===== src/irq_slice_pkg.sv =====
// Constants for the interrupt enable/request register slice
package irq_slice_pkg;
  localparam logic [15:0] ADDR_TB_PWM_EN = 16'hf016;
  localparam logic [15:0] ADDR_TB2_EN = 16'hf017;
  localparam logic [15:0] ADDR_SYS_REQ = 16'hf018;
  localparam logic [15:0] ADDR_PIN_REQ = 16'hf019;
  localparam logic [15:0] ADDR_SYS_SRC_EN = 16'hf010;
  localparam logic [15:0] ADDR_PIN_EN = 16'hf011;
  localparam logic [15:0] ADDR_MASTER = 16'hf01f;
  localparam logic [15:0] ADDR_IRQ_STAT = 16'hf020;
  localparam logic [15:0] ADDR_IRQ_CLR = 16'hf021;
  localparam logic [15:0] ADDR_IRQ_EN = 16'hf022;
  localparam logic [7:0] TB_PWM_EN_MASK = 8'h00af;
  localparam logic [7:0] TB2_EN_MASK = 8'h0008;
  localparam logic [7:0] SYS_REQ_MASK = 8'h0045;
  localparam logic [7:0] SYS_SRC_EN_MASK = 8'h0040;
  localparam logic [7:0] PIN_FULL_MASK = 8'h00ff;
  localparam logic [7:0] PIN_REDUCED_MASK = 8'h00df;
  localparam logic [7:0] NMI_MASK = 8'h0005;
  localparam logic [7:0] RESET_VAL = 8'h0000;
  localparam int BIT_LLD = 6;
  localparam int STAT_ACCEPT = 0;
  localparam int STAT_NMI = 1;
  localparam int STAT_EVENT = 2;
  localparam logic [2:0] STAT_MASK = 3'h7;
  // Instructions to let pass before a write-made request is shown
  localparam logic [1:0] WRITE_HOLD_INSNS = 2'h1;
endpackage


===== src/irq_enable_request_slice.sv =====
// Interrupt enable/request register slice with request gating
//
// Chosen here: the strobed register port.
`timescale 1ns/10ps
module irq_enable_request_slice #(
  parameter bit HAS_PIN5 = 1'b1
) (
  // Clock and reset
  input wire logic i_clk,
  input wire logic i_rst,
  // Register port
  input wire logic [15:0] i_addr,
  input wire logic [7:0] i_wdata,
  input wire logic i_wr,
  input wire logic i_rd,
  output logic [7:0] o_rdata,
  // Source events, one-cycle pulses from same-clock logic
  input wire logic i_watchdog_event,
  input wire logic i_clock_backup_event,
  input wire logic i_low_level_detect_event,
  input wire logic [7:0] i_pin_event,
  // CPU side
  input wire logic i_insn_done,
  input wire logic i_accept,
  input wire logic [7:0] i_accept_sys,
  input wire logic [7:0] i_accept_pin,
  output logic o_nmi_req,
  output logic [7:0] o_sys_req,
  output logic [7:0] o_pin_req,
  // Summary interrupt
  output logic o_irq
);
  localparam logic [7:0] PIN_MASK =
    HAS_PIN5 ? irq_slice_pkg::PIN_FULL_MASK : irq_slice_pkg::PIN_REDUCED_MASK;

  logic [7:0] timebase_pwm_irq_enable_reg;
  logic [7:0] timebase2_irq_enable_reg;
  logic [7:0] system_irq_request_reg;
  logic [7:0] port_pin_irq_request_reg;
  logic [7:0] system_source_enable_reg;
  logic [7:0] port_pin_enable_reg;
  logic master_irq_gate_reg;
  logic [1:0] hold_reg;
  logic [2:0] stat_reg;
  logic [2:0] stat_en_reg;
  logic wr_tb, wr_tb2, wr_sys, wr_pin, wr_sen, wr_pen, wr_mst, wr_clr, wr_ien;
  logic [7:0] sys_set, pin_set, sys_gated, pin_gated;
  localparam int BIT_LLD_IDX = irq_slice_pkg::BIT_LLD;

  // ----------------------------------------------------------------
  // Address decode
  // ----------------------------------------------------------------
  assign wr_tb = i_wr && (i_addr == irq_slice_pkg::ADDR_TB_PWM_EN);
  assign wr_tb2 = i_wr && (i_addr == irq_slice_pkg::ADDR_TB2_EN);
  assign wr_sys = i_wr && (i_addr == irq_slice_pkg::ADDR_SYS_REQ);
  assign wr_pin = i_wr && (i_addr == irq_slice_pkg::ADDR_PIN_REQ);
  assign wr_sen = i_wr && (i_addr == irq_slice_pkg::ADDR_SYS_SRC_EN);
  assign wr_pen = i_wr && (i_addr == irq_slice_pkg::ADDR_PIN_EN);
  assign wr_mst = i_wr && (i_addr == irq_slice_pkg::ADDR_MASTER);
  assign wr_clr = i_wr && (i_addr == irq_slice_pkg::ADDR_IRQ_CLR);
  assign wr_ien = i_wr && (i_addr == irq_slice_pkg::ADDR_IRQ_EN);

  // ----------------------------------------------------------------
  // Enable registers
  // ----------------------------------------------------------------
  always_ff @(posedge i_clk) begin
    if (i_rst) begin
      timebase_pwm_irq_enable_reg <= irq_slice_pkg::RESET_VAL;
      timebase2_irq_enable_reg <= irq_slice_pkg::RESET_VAL;
      system_source_enable_reg <= irq_slice_pkg::RESET_VAL;
      port_pin_enable_reg <= irq_slice_pkg::RESET_VAL;
    end else begin
      // Enables survive acceptance; only the master gate drops
      if (wr_tb) begin
        timebase_pwm_irq_enable_reg <= i_wdata & irq_slice_pkg::TB_PWM_EN_MASK;
      end
      if (wr_tb2) begin
        timebase2_irq_enable_reg <= i_wdata & irq_slice_pkg::TB2_EN_MASK;
      end
      if (wr_sen) begin
        system_source_enable_reg <= i_wdata & irq_slice_pkg::SYS_SRC_EN_MASK;
      end
      if (wr_pen) begin
        port_pin_enable_reg <= i_wdata & PIN_MASK;
      end
    end
  end

  always_ff @(posedge i_clk) begin
    if (i_rst) begin
      master_irq_gate_reg <= 1'b0;
    end else if (i_accept) begin
      master_irq_gate_reg <= 1'b0;
    end else if (wr_mst) begin
      master_irq_gate_reg <= i_wdata[0];
    end
  end

  // ----------------------------------------------------------------
  // Request flags: set beats acceptance clear in the same cycle
  // ----------------------------------------------------------------
  always_comb begin
    sys_set = 8'h0000;
    sys_set[0] = i_watchdog_event;
    sys_set[2] = i_clock_backup_event;
    sys_set[BIT_LLD_IDX] = i_low_level_detect_event;
  end
  assign pin_set = i_pin_event & PIN_MASK;

  always_ff @(posedge i_clk) begin
    if (i_rst) begin
      system_irq_request_reg <= irq_slice_pkg::RESET_VAL;
    end else if (wr_sys) begin
      // Software write stores the value; a same-cycle event still sets
      system_irq_request_reg <= (i_wdata | sys_set) & irq_slice_pkg::SYS_REQ_MASK;
    end else begin
      system_irq_request_reg <= ((system_irq_request_reg & ~(i_accept ? i_accept_sys : 8'h0000))
        | sys_set) & irq_slice_pkg::SYS_REQ_MASK;
    end
  end

  always_ff @(posedge i_clk) begin
    if (i_rst) begin
      port_pin_irq_request_reg <= irq_slice_pkg::RESET_VAL;
    end else if (wr_pin) begin
      port_pin_irq_request_reg <= (i_wdata | pin_set) & PIN_MASK;
    end else begin
      port_pin_irq_request_reg <= ((port_pin_irq_request_reg
        & ~(i_accept ? i_accept_pin : 8'h0000)) | pin_set) & PIN_MASK;
    end
  end

  // ----------------------------------------------------------------
  // Presentation delay after a request or pin-enable write
  // ----------------------------------------------------------------
  always_ff @(posedge i_clk) begin
    if (i_rst) begin
      hold_reg <= 2'h0;
    end else if (wr_sys || wr_pin || wr_pen) begin
      hold_reg <= irq_slice_pkg::WRITE_HOLD_INSNS + 2'h1;
    end else if (i_insn_done && hold_reg != 2'h0) begin
      hold_reg <= hold_reg - 2'h1;
    end
  end

  // ----------------------------------------------------------------
  // Gating toward the CPU
  // ----------------------------------------------------------------
  assign sys_gated = (system_irq_request_reg & system_source_enable_reg
    & {8{master_irq_gate_reg}}) | (system_irq_request_reg & irq_slice_pkg::NMI_MASK);
  assign pin_gated = port_pin_irq_request_reg & port_pin_enable_reg
    & {8{master_irq_gate_reg}};

  always_ff @(posedge i_clk) begin
    if (i_rst) begin
      o_sys_req <= 8'h0000;
      o_pin_req <= 8'h0000;
      o_nmi_req <= 1'b0;
    end else if (hold_reg != 2'h0) begin
      o_sys_req <= 8'h0000;
      o_pin_req <= 8'h0000;
      o_nmi_req <= 1'b0;
    end else begin
      o_sys_req <= sys_gated;
      o_pin_req <= pin_gated;
      o_nmi_req <= |(system_irq_request_reg & irq_slice_pkg::NMI_MASK);
    end
  end

  // ----------------------------------------------------------------
  // Summary status: accept, nmi event, any event
  // ----------------------------------------------------------------
  always_ff @(posedge i_clk) begin
    if (i_rst) begin
      stat_reg <= 3'h0;
    end else begin
      stat_reg <= (stat_reg & ~(wr_clr ? i_wdata[2:0] : 3'h0))
        | {(|sys_set) | (|pin_set), |(sys_set & irq_slice_pkg::NMI_MASK), i_accept};
    end
  end

  always_ff @(posedge i_clk) begin
    if (i_rst) begin
      stat_en_reg <= 3'h0;
    end else if (wr_ien) begin
      stat_en_reg <= i_wdata[2:0] & irq_slice_pkg::STAT_MASK;
    end
  end

  always_ff @(posedge i_clk) begin
    if (i_rst) begin
      o_irq <= 1'b0;
    end else begin
      o_irq <= |(stat_reg & stat_en_reg);
    end
  end

  // ----------------------------------------------------------------
  // Read port: unmapped and unassigned bits read zero
  // ----------------------------------------------------------------
  always_ff @(posedge i_clk) begin
    if (i_rst) begin
      o_rdata <= 8'h0000;
    end else if (i_rd) begin
      unique case (i_addr)
        irq_slice_pkg::ADDR_TB_PWM_EN: o_rdata <= timebase_pwm_irq_enable_reg;
        irq_slice_pkg::ADDR_TB2_EN: o_rdata <= timebase2_irq_enable_reg;
        irq_slice_pkg::ADDR_SYS_REQ: o_rdata <= system_irq_request_reg;
        irq_slice_pkg::ADDR_PIN_REQ: o_rdata <= port_pin_irq_request_reg;
        irq_slice_pkg::ADDR_SYS_SRC_EN: o_rdata <= system_source_enable_reg;
        irq_slice_pkg::ADDR_PIN_EN: o_rdata <= port_pin_enable_reg;
        irq_slice_pkg::ADDR_MASTER: o_rdata <= {7'h00, master_irq_gate_reg};
        irq_slice_pkg::ADDR_IRQ_STAT: o_rdata <= {5'h00, stat_reg};
        irq_slice_pkg::ADDR_IRQ_EN: o_rdata <= {5'h00, stat_en_reg};
        default: o_rdata <= 8'h0000;
      endcase
    end else begin
      o_rdata <= 8'h0000;
    end
  end
endmodule


===== config.mk =====
export PLATFORM = sky130hd
export DESIGN_NAME = irq_enable_request_slice
export DESIGN_NICKNAME = d
export VERILOG_FILES = /design/src/irq_slice_pkg.sv /design/src/irq_enable_request_slice.sv
export SDC_FILE = /design/constraint.sdc
export NUM_CORES = 1
export LEC_CHECK = 0
export BUFFER_PORTS_ARGS = -buffer_cell sky130_fd_sc_hd__buf_2
export CORE_MARGIN = 2
export CORE_UTILIZATION = 38
export CTS_CLUSTER_DIAMETER = 200
export DETAILED_ROUTE_END_ITERATION = 8
export GPL_TIMING_DRIVEN = 0
export MAX_ROUTING_LAYER = met4
export PLACE_DENSITY = 0.7
export SYNTH_ARGS = -nofsm -noshare
export SYNTH_HDL_FRONTEND = slang
export SYNTH_SLANG_ARGS = --single-unit
export TNS_END_PERCENT = 50

===== constraint.sdc =====
create_clock -name i_clk -period 2.6 [get_ports i_clk]
set_input_delay 0.39 -clock i_clk [delete_from_list [all_inputs] [get_ports i_clk]]
set_output_delay 0.39 -clock i_clk [all_outputs]
set_load 0.01 [all_outputs]

# After elaboration in Yosys (flattened, before gate mapping)
# Index checks and enable logic that the tools add are counted.
# Widths: inputs -> output; s select.
# totals
input_bits	57
wordCells	77
regBits	66
# classes
n_eq_ne	10
bitwise	19
reduce_logical	23
n_addsub	1
n_mux	8
# ops
cell	count
$eq 16x16->1 const B	10
$pmux 8 s9	1
$and 8x8->8	4
$mux 8	2
$or 8x8->8	2
$and 7x7->7	2
$mux 7	2
$or 7x7->7	2
$reduce_or 2->1	6
$logic_and 1x1->1	10
$not 8->8	1
$or 8x3->8	1
$reduce_or 8->1	1
$not 7->7	1
$and 3x3->3	2
$reduce_or 3->1	2
$mux 2	2
$reduce_bool 2->1	2
$mux 3	1
$not 3->3	1
$or 3x3->3	1
$logic_or 1x1->1	2
$sub 2x1->2 const B	1
$not 1->1	1
$or 1x1->1	1

# Logic depth before layout (Yosys ltp)
# Gate-level depths: netlist of the first run.
# depth
word_depth	6
mapped_depth	7
ltp_nobuf	6

# Least setup slack after synthesis of the first run
# Ideal clock, no wire load.
# synth_timing
path_kind	input-to-reg
startpoint	input i_addr[9]
endpoint	register port_pin_irq_request_reg[0]
cell_stages	7
path_buffers	3
slack_ns	0.489
required_time_ns	2.468
t_arrival_ns	1.979
setup_time_ns	0.132
cell_sequence	or4_4 > buf_6 > or4_4 > buf_6 > buf_12 > o211ai_2 > a21oi_1
# synth_between
elab_chain_len	3
# synth_lines
item	line	source
start, declared	irq_enable_request_slice.sv:12	input wire logic [15:0] i_addr,
$eq 16x16->1	irq_enable_request_slice.sv:56	assign wr_pin = i_wr && (i_addr == irq_slice_pkg::ADDR_PIN_REQ);
$logic_and 1x1->1	irq_enable_request_slice.sv:56	
$mux 8	irq_enable_request_slice.sv:125	end else if (wr_pin) begin
end signal, assigned	irq_enable_request_slice.sv:124	port_pin_irq_request_reg <= irq_slice_pkg::RESET_VAL;
end signal, assigned	irq_enable_request_slice.sv:126	port_pin_irq_request_reg <= (i_wdata | pin_set) & PIN_MASK;
end signal, assigned	irq_enable_request_slice.sv:128	port_pin_irq_request_reg <= ((port_pin_irq_request_reg
end, declared	irq_enable_request_slice.sv:39	logic [7:0] port_pin_irq_request_reg;
# Every way passes these cells.
# A chain may end at the register's enable or synchronous reset.

# Worst setup path after layout of the first run
# layout_timing
startpoint	input i_addr[1]
endpoint	register port_pin_enable_reg[4]
# layout_between
elab_chain_len	2
# layout_lines
item	line	source
$eq 16x16->1	irq_enable_request_slice.sv:58	assign wr_pen = i_wr && (i_addr == irq_slice_pkg::ADDR_PIN_EN);
$logic_and 1x1->1	irq_enable_request_slice.sv:58	
end signal, assigned	irq_enable_request_slice.sv:71	port_pin_enable_reg <= irq_slice_pkg::RESET_VAL;
end signal, assigned	irq_enable_request_slice.sv:84	port_pin_enable_reg <= i_wdata & PIN_MASK;
end, declared	irq_enable_request_slice.sv:41	logic [7:0] port_pin_enable_reg;
# Every way passes these cells.

==> out/qor.txt, run 1 <==
ANT cells -> 0
clock period minus final worst setup slack -> 2.31 ns
DIE WIDTH -> 90.3 um
Power Density -> 543 nW/um^2
number of synthesized flops with an enable pin -> 0
most common library cells after synthesis -> dfxtp_1 (57), a21oi_1 (40), o21ai_0 (23)
Area Growth Syn to Fin -> 23.7%
number of distinct library cell variants in the gate-level netlist after synthesis -> 57
clock transition at the registers of the reported paths -> 0.06 ns
# clock sinks -> 57
routed wire length per instance -> 17.4 um
input/output buffers -> 70
main area contributors after synthesis -> dfxtp_1 (40%), a21oi_1 (7.1%), o21ai_0 (4.1%), nand3_1 (3.9%), o211ai_2 (3.5%)
via total after detailed routing -> 2,891
post-CTS setup buffer count -> 0
CTS resizes -> 0
status -> finished clean
total count of hold-check failures in the final report -> 0
final worst slack -> 0.295 ns
count leader, synth -> dfxtp_1
worst hold slack across all endpoints -> 0.328 ns
Overall Power -> 1900 uW
worst slew pin tran -> 1.07 ns
Setup-failing EPs final -> 0
die span in y -> 90.3 um
DR DRC count -> 0
type of the tightest min-delay check -> primary input to flop
CTS tree -> built
layout cells sized above 1 -> 30.8%
RSZ-0062 raised after global routing -> false
area share of the largest cell type after synthesis -> 40.3%
aggregate global routing overflow -> 0
initial detailed-routing violation count -> 261
Synth Cell Area -> 2830 sq um
category of the critical setup timing path -> primary input to flop
cell count after synthesis -> 314
Leak -> 0.00136 uW
pin count of the biggest net entering global routing -> 11
initial cell density of the core -> 39.2%
max_slew headroom -> 28.5%
Max Slew Vio Count -> 0
post-placement setup slack -> 0.0161 ns
Maximum Capacitance Violations -> 0
Final Core Density -> 48.5%
average cell area after synthesis -> 9.01 sq um
antenna violations before repair -> 0
Clock Skew -> 0.0113 ns
Synth Area in Simple Gates -> 25.6%
number of warning messages in the yosys log -> 0
WL final -> 8.73 mm
number of nets in the final layout -> 457
Final Instance Area -> 3500 sq um
Clock Tree Root -> clkbuf_8
setup slack of the most critical reg-to-reg path -> 0.98 ns
ratio of final minimum period to clock period -> 88.7%
post-synthesis mux area share -> 1.06%
CTS buffer count -> 9
library cell with the largest summed area after synthesis -> dfxtp_1
data required time at the worst endpoint -> 2.80 ns
via count of the first global-routing pass -> 2,750
Die Outline Area -> 8150 sq um
largest fanout on the critical path -> 10
area of placed instances -> 3320 sq um
share of synthesized registers carrying an async set or reset -> 0%
insertion delay of the later-clocked pin in the worst-skew pair -> 0.35 ns
Worst VDD drop -> 211 uV
number of levels in the clock H-tree -> 3
area of the core region -> 7210 sq um
total global-route track usage -> 22.3%
# rows -> 31
predominant post-synthesis flop cell -> dfxtp_1
post-DP HPWL -> 6.25 mm
Detail Route Antenna Nets -> 0
global-route wire length before repair -> 14.0 mm
number of iterations in the first detailed-routing pass -> 6
hold-fix buffer count after cts -> 0
flip-flop and latch count after synthesis -> 57
post-synthesis share of cell area spent on xor and xnor gates -> 0.310%
post-synthesis share of cell area spent on full adders, half adders and majority gates -> 0.442%
type of element launching the critical path -> primary input
Max Freq -> 434 MHz
dominant combinational cell family by area after synthesis -> simple AND/OR/NAND/NOR gates
post-synthesis sequential area ratio -> 40.3%
kind of end point of the critical path -> flop
number of vias per cell -> 5.76
signal arrival time at the worst endpoint -> 2.51 ns
Max Buffers Root-to-Sink -> 2
number of I/O pins -> 83
final RePlAce weighted congestion -> 0.933
fill cell instance count of the final layout -> 737
fraction of the mapped netlist area in compound gates -> 24.9%
worst paths after layout:
path | from | endpoint | cells after the start
max | i_addr[1] | port_pin_enable_reg[4] | 6
max reg2reg | system_irq_request_reg[0] | o_rdata[0] | 4
min reg2reg | timebase2_irq_enable_reg[3] | timebase2_irq_enable_reg[3] | 2
min | i_accept_pin[6] | port_pin_irq_request_reg[6] | 4
critical path, cell delays in order:
cell and delay, ns:
clkbuf_1 0.19, nor4b_2 0.91, or4b_1 0.52, clkbuf_1 0.22
o21ai_0 0.19, a21oi_1 0.08
kinds of logic after synthesis:
family | count (synthesis)
AO/OA/AOI/OAI | 109
XOR/XNOR | 1
adder cells (fa/ha/maj) | 1
buffers and inverters | 38
flip-flops | 57
multiplexers | 3
other | 1
AND/OR/NAND/NOR | 104
where the power goes:
group          switching (uW)  internal, uW  total, uW
logic                     125          87.7        213
clock network             357           417        774
registers                16.7           898        914
per-layer routing:
layer / track usage, % / routed length (um) / up-vias
met2: 33.0 / 3790 / 172
li1: - / - / 1365
met5: - / 0 / -
met4: 10.0 / 257 / 0
met1: 29.9 / 3890 / 1327
met3: 4.01 / 791 / 27
area by class of cell:
type / count / area [sq um] / area share, %
Multi-Input combinational cell: 223 / 1500 / 42.8
Sequential cell: 57 / 1140 / 32.6
Timing Repair Buffer: 70 / 350 / 10.0
Buffer: 33 / 185 / 5.29
Clock buffer: 13 / 169 / 4.83
Tap cell: 99 / 124 / 3.54
Inverter: 5 / 18.8 / 0.536
Clock inverter: 2 / 12.5 / 0.358
per-stage QoR:
step | setup TNS (ns) | cells
global placement | -0.248 | 487
floorplan | 0 | 318
finish | 0 | 502
detailed placement | 0 | 487
CTS | 0 | 502
global route | 0 | 502
placed cells by master (no fill, tap or decap), types with 4 or more instances in the layout:
| master | synthesis | routed |
|---|---|---|
| a21oi_1 | 40 | 40 |
| a222oi_1 | 4 | 4 |
| a22oi_1 | 8 | 8 |
| a31oi_1 | 11 | 11 |
| and3_1 | 10 | 10 |
| buf_2 | 3 | 73 |
| buf_4 | 7 | 7 |
| clkbuf_1 | 20 | 21 |
| clkbuf_8 | 0 | 12 |
| conb_1 | 1 | 5 |
| dfxtp_1 | 57 | 57 |
| inv_1 | 5 | 5 |
| nand2_1 | 12 | 12 |
| nand3_1 | 22 | 22 |
| nand4_1 | 5 | 5 |
| nor2_1 | 7 | 7 |
| nor3_1 | 4 | 4 |
| nor4_1 | 5 | 5 |
| nor4_2 | 4 | 4 |
| o211ai_2 | 8 | 8 |
| o21ai_0 | 23 | 23 |
No activity file was read; power rests on OpenSTA's default activity.
==> inputs of run 2 (changes only) <==
--- a/config.mk
+++ b/config.mk
@@ -6,8 +6,9 @@
 export NUM_CORES = 1
 export LEC_CHECK = 0
 export BUFFER_PORTS_ARGS = -buffer_cell sky130_fd_sc_hd__buf_2
-export CORE_MARGIN = 2
+export CORE_MARGIN = 3
 export CORE_UTILIZATION = 38
+export CTS_BUF_LIST = sky130_fd_sc_hd__clkbuf_8
 export CTS_CLUSTER_DIAMETER = 200
 export DETAILED_ROUTE_END_ITERATION = 8
 export GPL_TIMING_DRIVEN = 0
==> run 2 against run 1 <==
Compared with the run above:
- maximum frequency fell by 1.1%
- sequential cell count unchanged
- first-iteration DRC count down 3.1%
==> out/qor.txt, run 2 (synthesized netlist as in run 1, its figures left out) <==
aggregate global routing overflow -> 0
Overall Power -> 2060 uW
hold-fix buffer count after cts -> 0
Detail Route Antenna Nets -> 0
global-route wire length before repair -> 14.0 mm
post-placement setup slack -> -0.0427 ns
# rows -> 30
initial cell density of the core -> 40.3%
Hold Path Origin -> i_accept_pin[6]
area of the core region -> 7020 sq um
number of levels in the clock H-tree -> 3
total count of hold-check failures in the final report -> 0
number of vias per cell -> 5.79
sequential group share of total power -> 44.5%
Power Density -> 582 nW/um^2
status -> finished clean
ANT cells -> 0
via total after detailed routing -> 2,893
die span in y -> 92.3 um
WL final -> 8.99 mm
CTS buffer count -> 9
kind of end point of the critical path -> flop
worst slew pin tran -> 1.05 ns
Comb pwr share -> 10.4%
category of the critical setup timing path -> primary input to flop
Clock Tree Root -> clkbuf_8
worst hold slack across all endpoints -> 0.328 ns
total global-route track usage -> 22.0%
insertion delay of the later-clocked pin in the worst-skew pair -> 0.35 ns
input/output buffers -> 70
Max Freq -> 429 MHz
origin of the critical flop-to-flop path -> system_irq_request_reg[0]
RSZ-0062 raised after global routing -> false
ratio of final minimum period to clock period -> 89.6%
DR DRC count -> 0
number of I/O pins -> 83
Clock Skew -> 0.00787 ns
initial detailed-routing violation count -> 253
largest fanout on the critical path -> 10
clock period minus final worst setup slack -> 2.33 ns
signal arrival time at the worst endpoint -> 2.53 ns
switching fraction of total power -> 24.9%
type of the tightest min-delay check -> primary input to flop
final RePlAce weighted congestion -> 0.941
Worst VDD drop -> 193 uV
clock transition at the registers of the reported paths -> 0.06 ns
crit path launch -> i_addr[1]
routed wire length per instance -> 18.0 um
number of nets in the final layout -> 457
type of element launching the critical path -> primary input
commonest non-fill, non-tap cell in the layout -> buf_2
commonest cells after routing, fill and taps aside -> buf_2 (73), dfxtp_1 (57), a21oi_1 (40), o21ai_0 (23), nand3_1 (22)
setup slack of the most critical reg-to-reg path -> 0.96 ns
data required time at the worst endpoint -> 2.80 ns
layout cells sized above 1 -> 30.9%
number of iterations in the first detailed-routing pass -> 5
area of placed instances -> 3310 sq um
Leak -> 0.00139 uW
CTS tree -> built
Area Growth Syn to Fin -> 24.9%
Cell Int Power -> 1550 uW
max_slew headroom -> 29.5%
Maximum Capacitance Violations -> 0
final worst slack -> 0.270 ns
DIE WIDTH -> 92.3 um
Die Outline Area -> 8520 sq um
power share of the clock group -> 45.1%
pin count of the biggest net entering global routing -> 11
TNS Setup -> 0 ns
via count of the first global-routing pass -> 2,777
Max Buffers Root-to-Sink -> 2
Setup-failing EPs final -> 0
# clock sinks -> 57
CTS resizes -> 0
post-CTS setup buffer count -> 0
Max Slew Vio Count -> 0
Final Instance Area -> 3530 sq um
Switch Pwr -> 512 uW
post-DP HPWL -> 6.45 mm
antenna violations before repair -> 0
## run 2: changes by cell type in the layout (fill, tap and decap cells not counted)
cell / previous run / this run
bufinv_16: 0 / 2
clkbuf_1: 21 / 20
clkbuf_8: 12 / 10
clkinv_2: 1 / 2
clkinv_4: 0 / 1
clkinvlp_4: 1 / 0
inv_1: 5 / 6
## run 2: critical path, stage by stage
cell      delay [ns]
clkbuf_1        0.19
nor4b_2         0.90
or4b_1          0.53
clkbuf_1        0.23
o21ai_0         0.19
a21oi_1         0.10
## run 2: path summary, 6_finish.rpt
path                                               endpoint  cells after the start
worst min-delay path            port_pin_irq_request_reg[6]                      4
worst max register to register                   o_rdata[0]                      4
worst max-delay path                 port_pin_enable_reg[0]                      6
worst min register to register  timebase2_irq_enable_reg[3]                      2
## run 2: power by group through the flow
stage	Sequential, uW	Clock [uW]	Combinational, uW
floorplan	932	0	120
global placement	933	0	204
detailed placement	934	0	211
CTS	915	937	212
global route	917	973	237
finish	916	929	213
## run 2: layout make-up
class | instances | area (sq um)
fillers | 686 | 3480
clock buffers | 10 | 138
plain buffers | 33 | 185
multi-input cells | 223 | 1500
flip-flops and latches | 57 | 1140
repair buffers | 70 | 350
well taps | 96 | 120
inverters | 5 | 18.8
clock inverters | 6 | 82.6
## run 2: per-stage QoR
step	util, %	std cells
floorplan	-	318
global placement	47.2	484
detailed placement	47.2	484
CTS	50.4	500
global route	50.4	500
finish	50.4	500
## run 2: per-layer routing
layer	track usage [%]	vias up	wire (um)
met1	28.2	1346	3960
met2	32.3	171	4010
met3	5.33	16	791
li1	-	1360	-
met4	11.1	0	223
met5	-	-	0
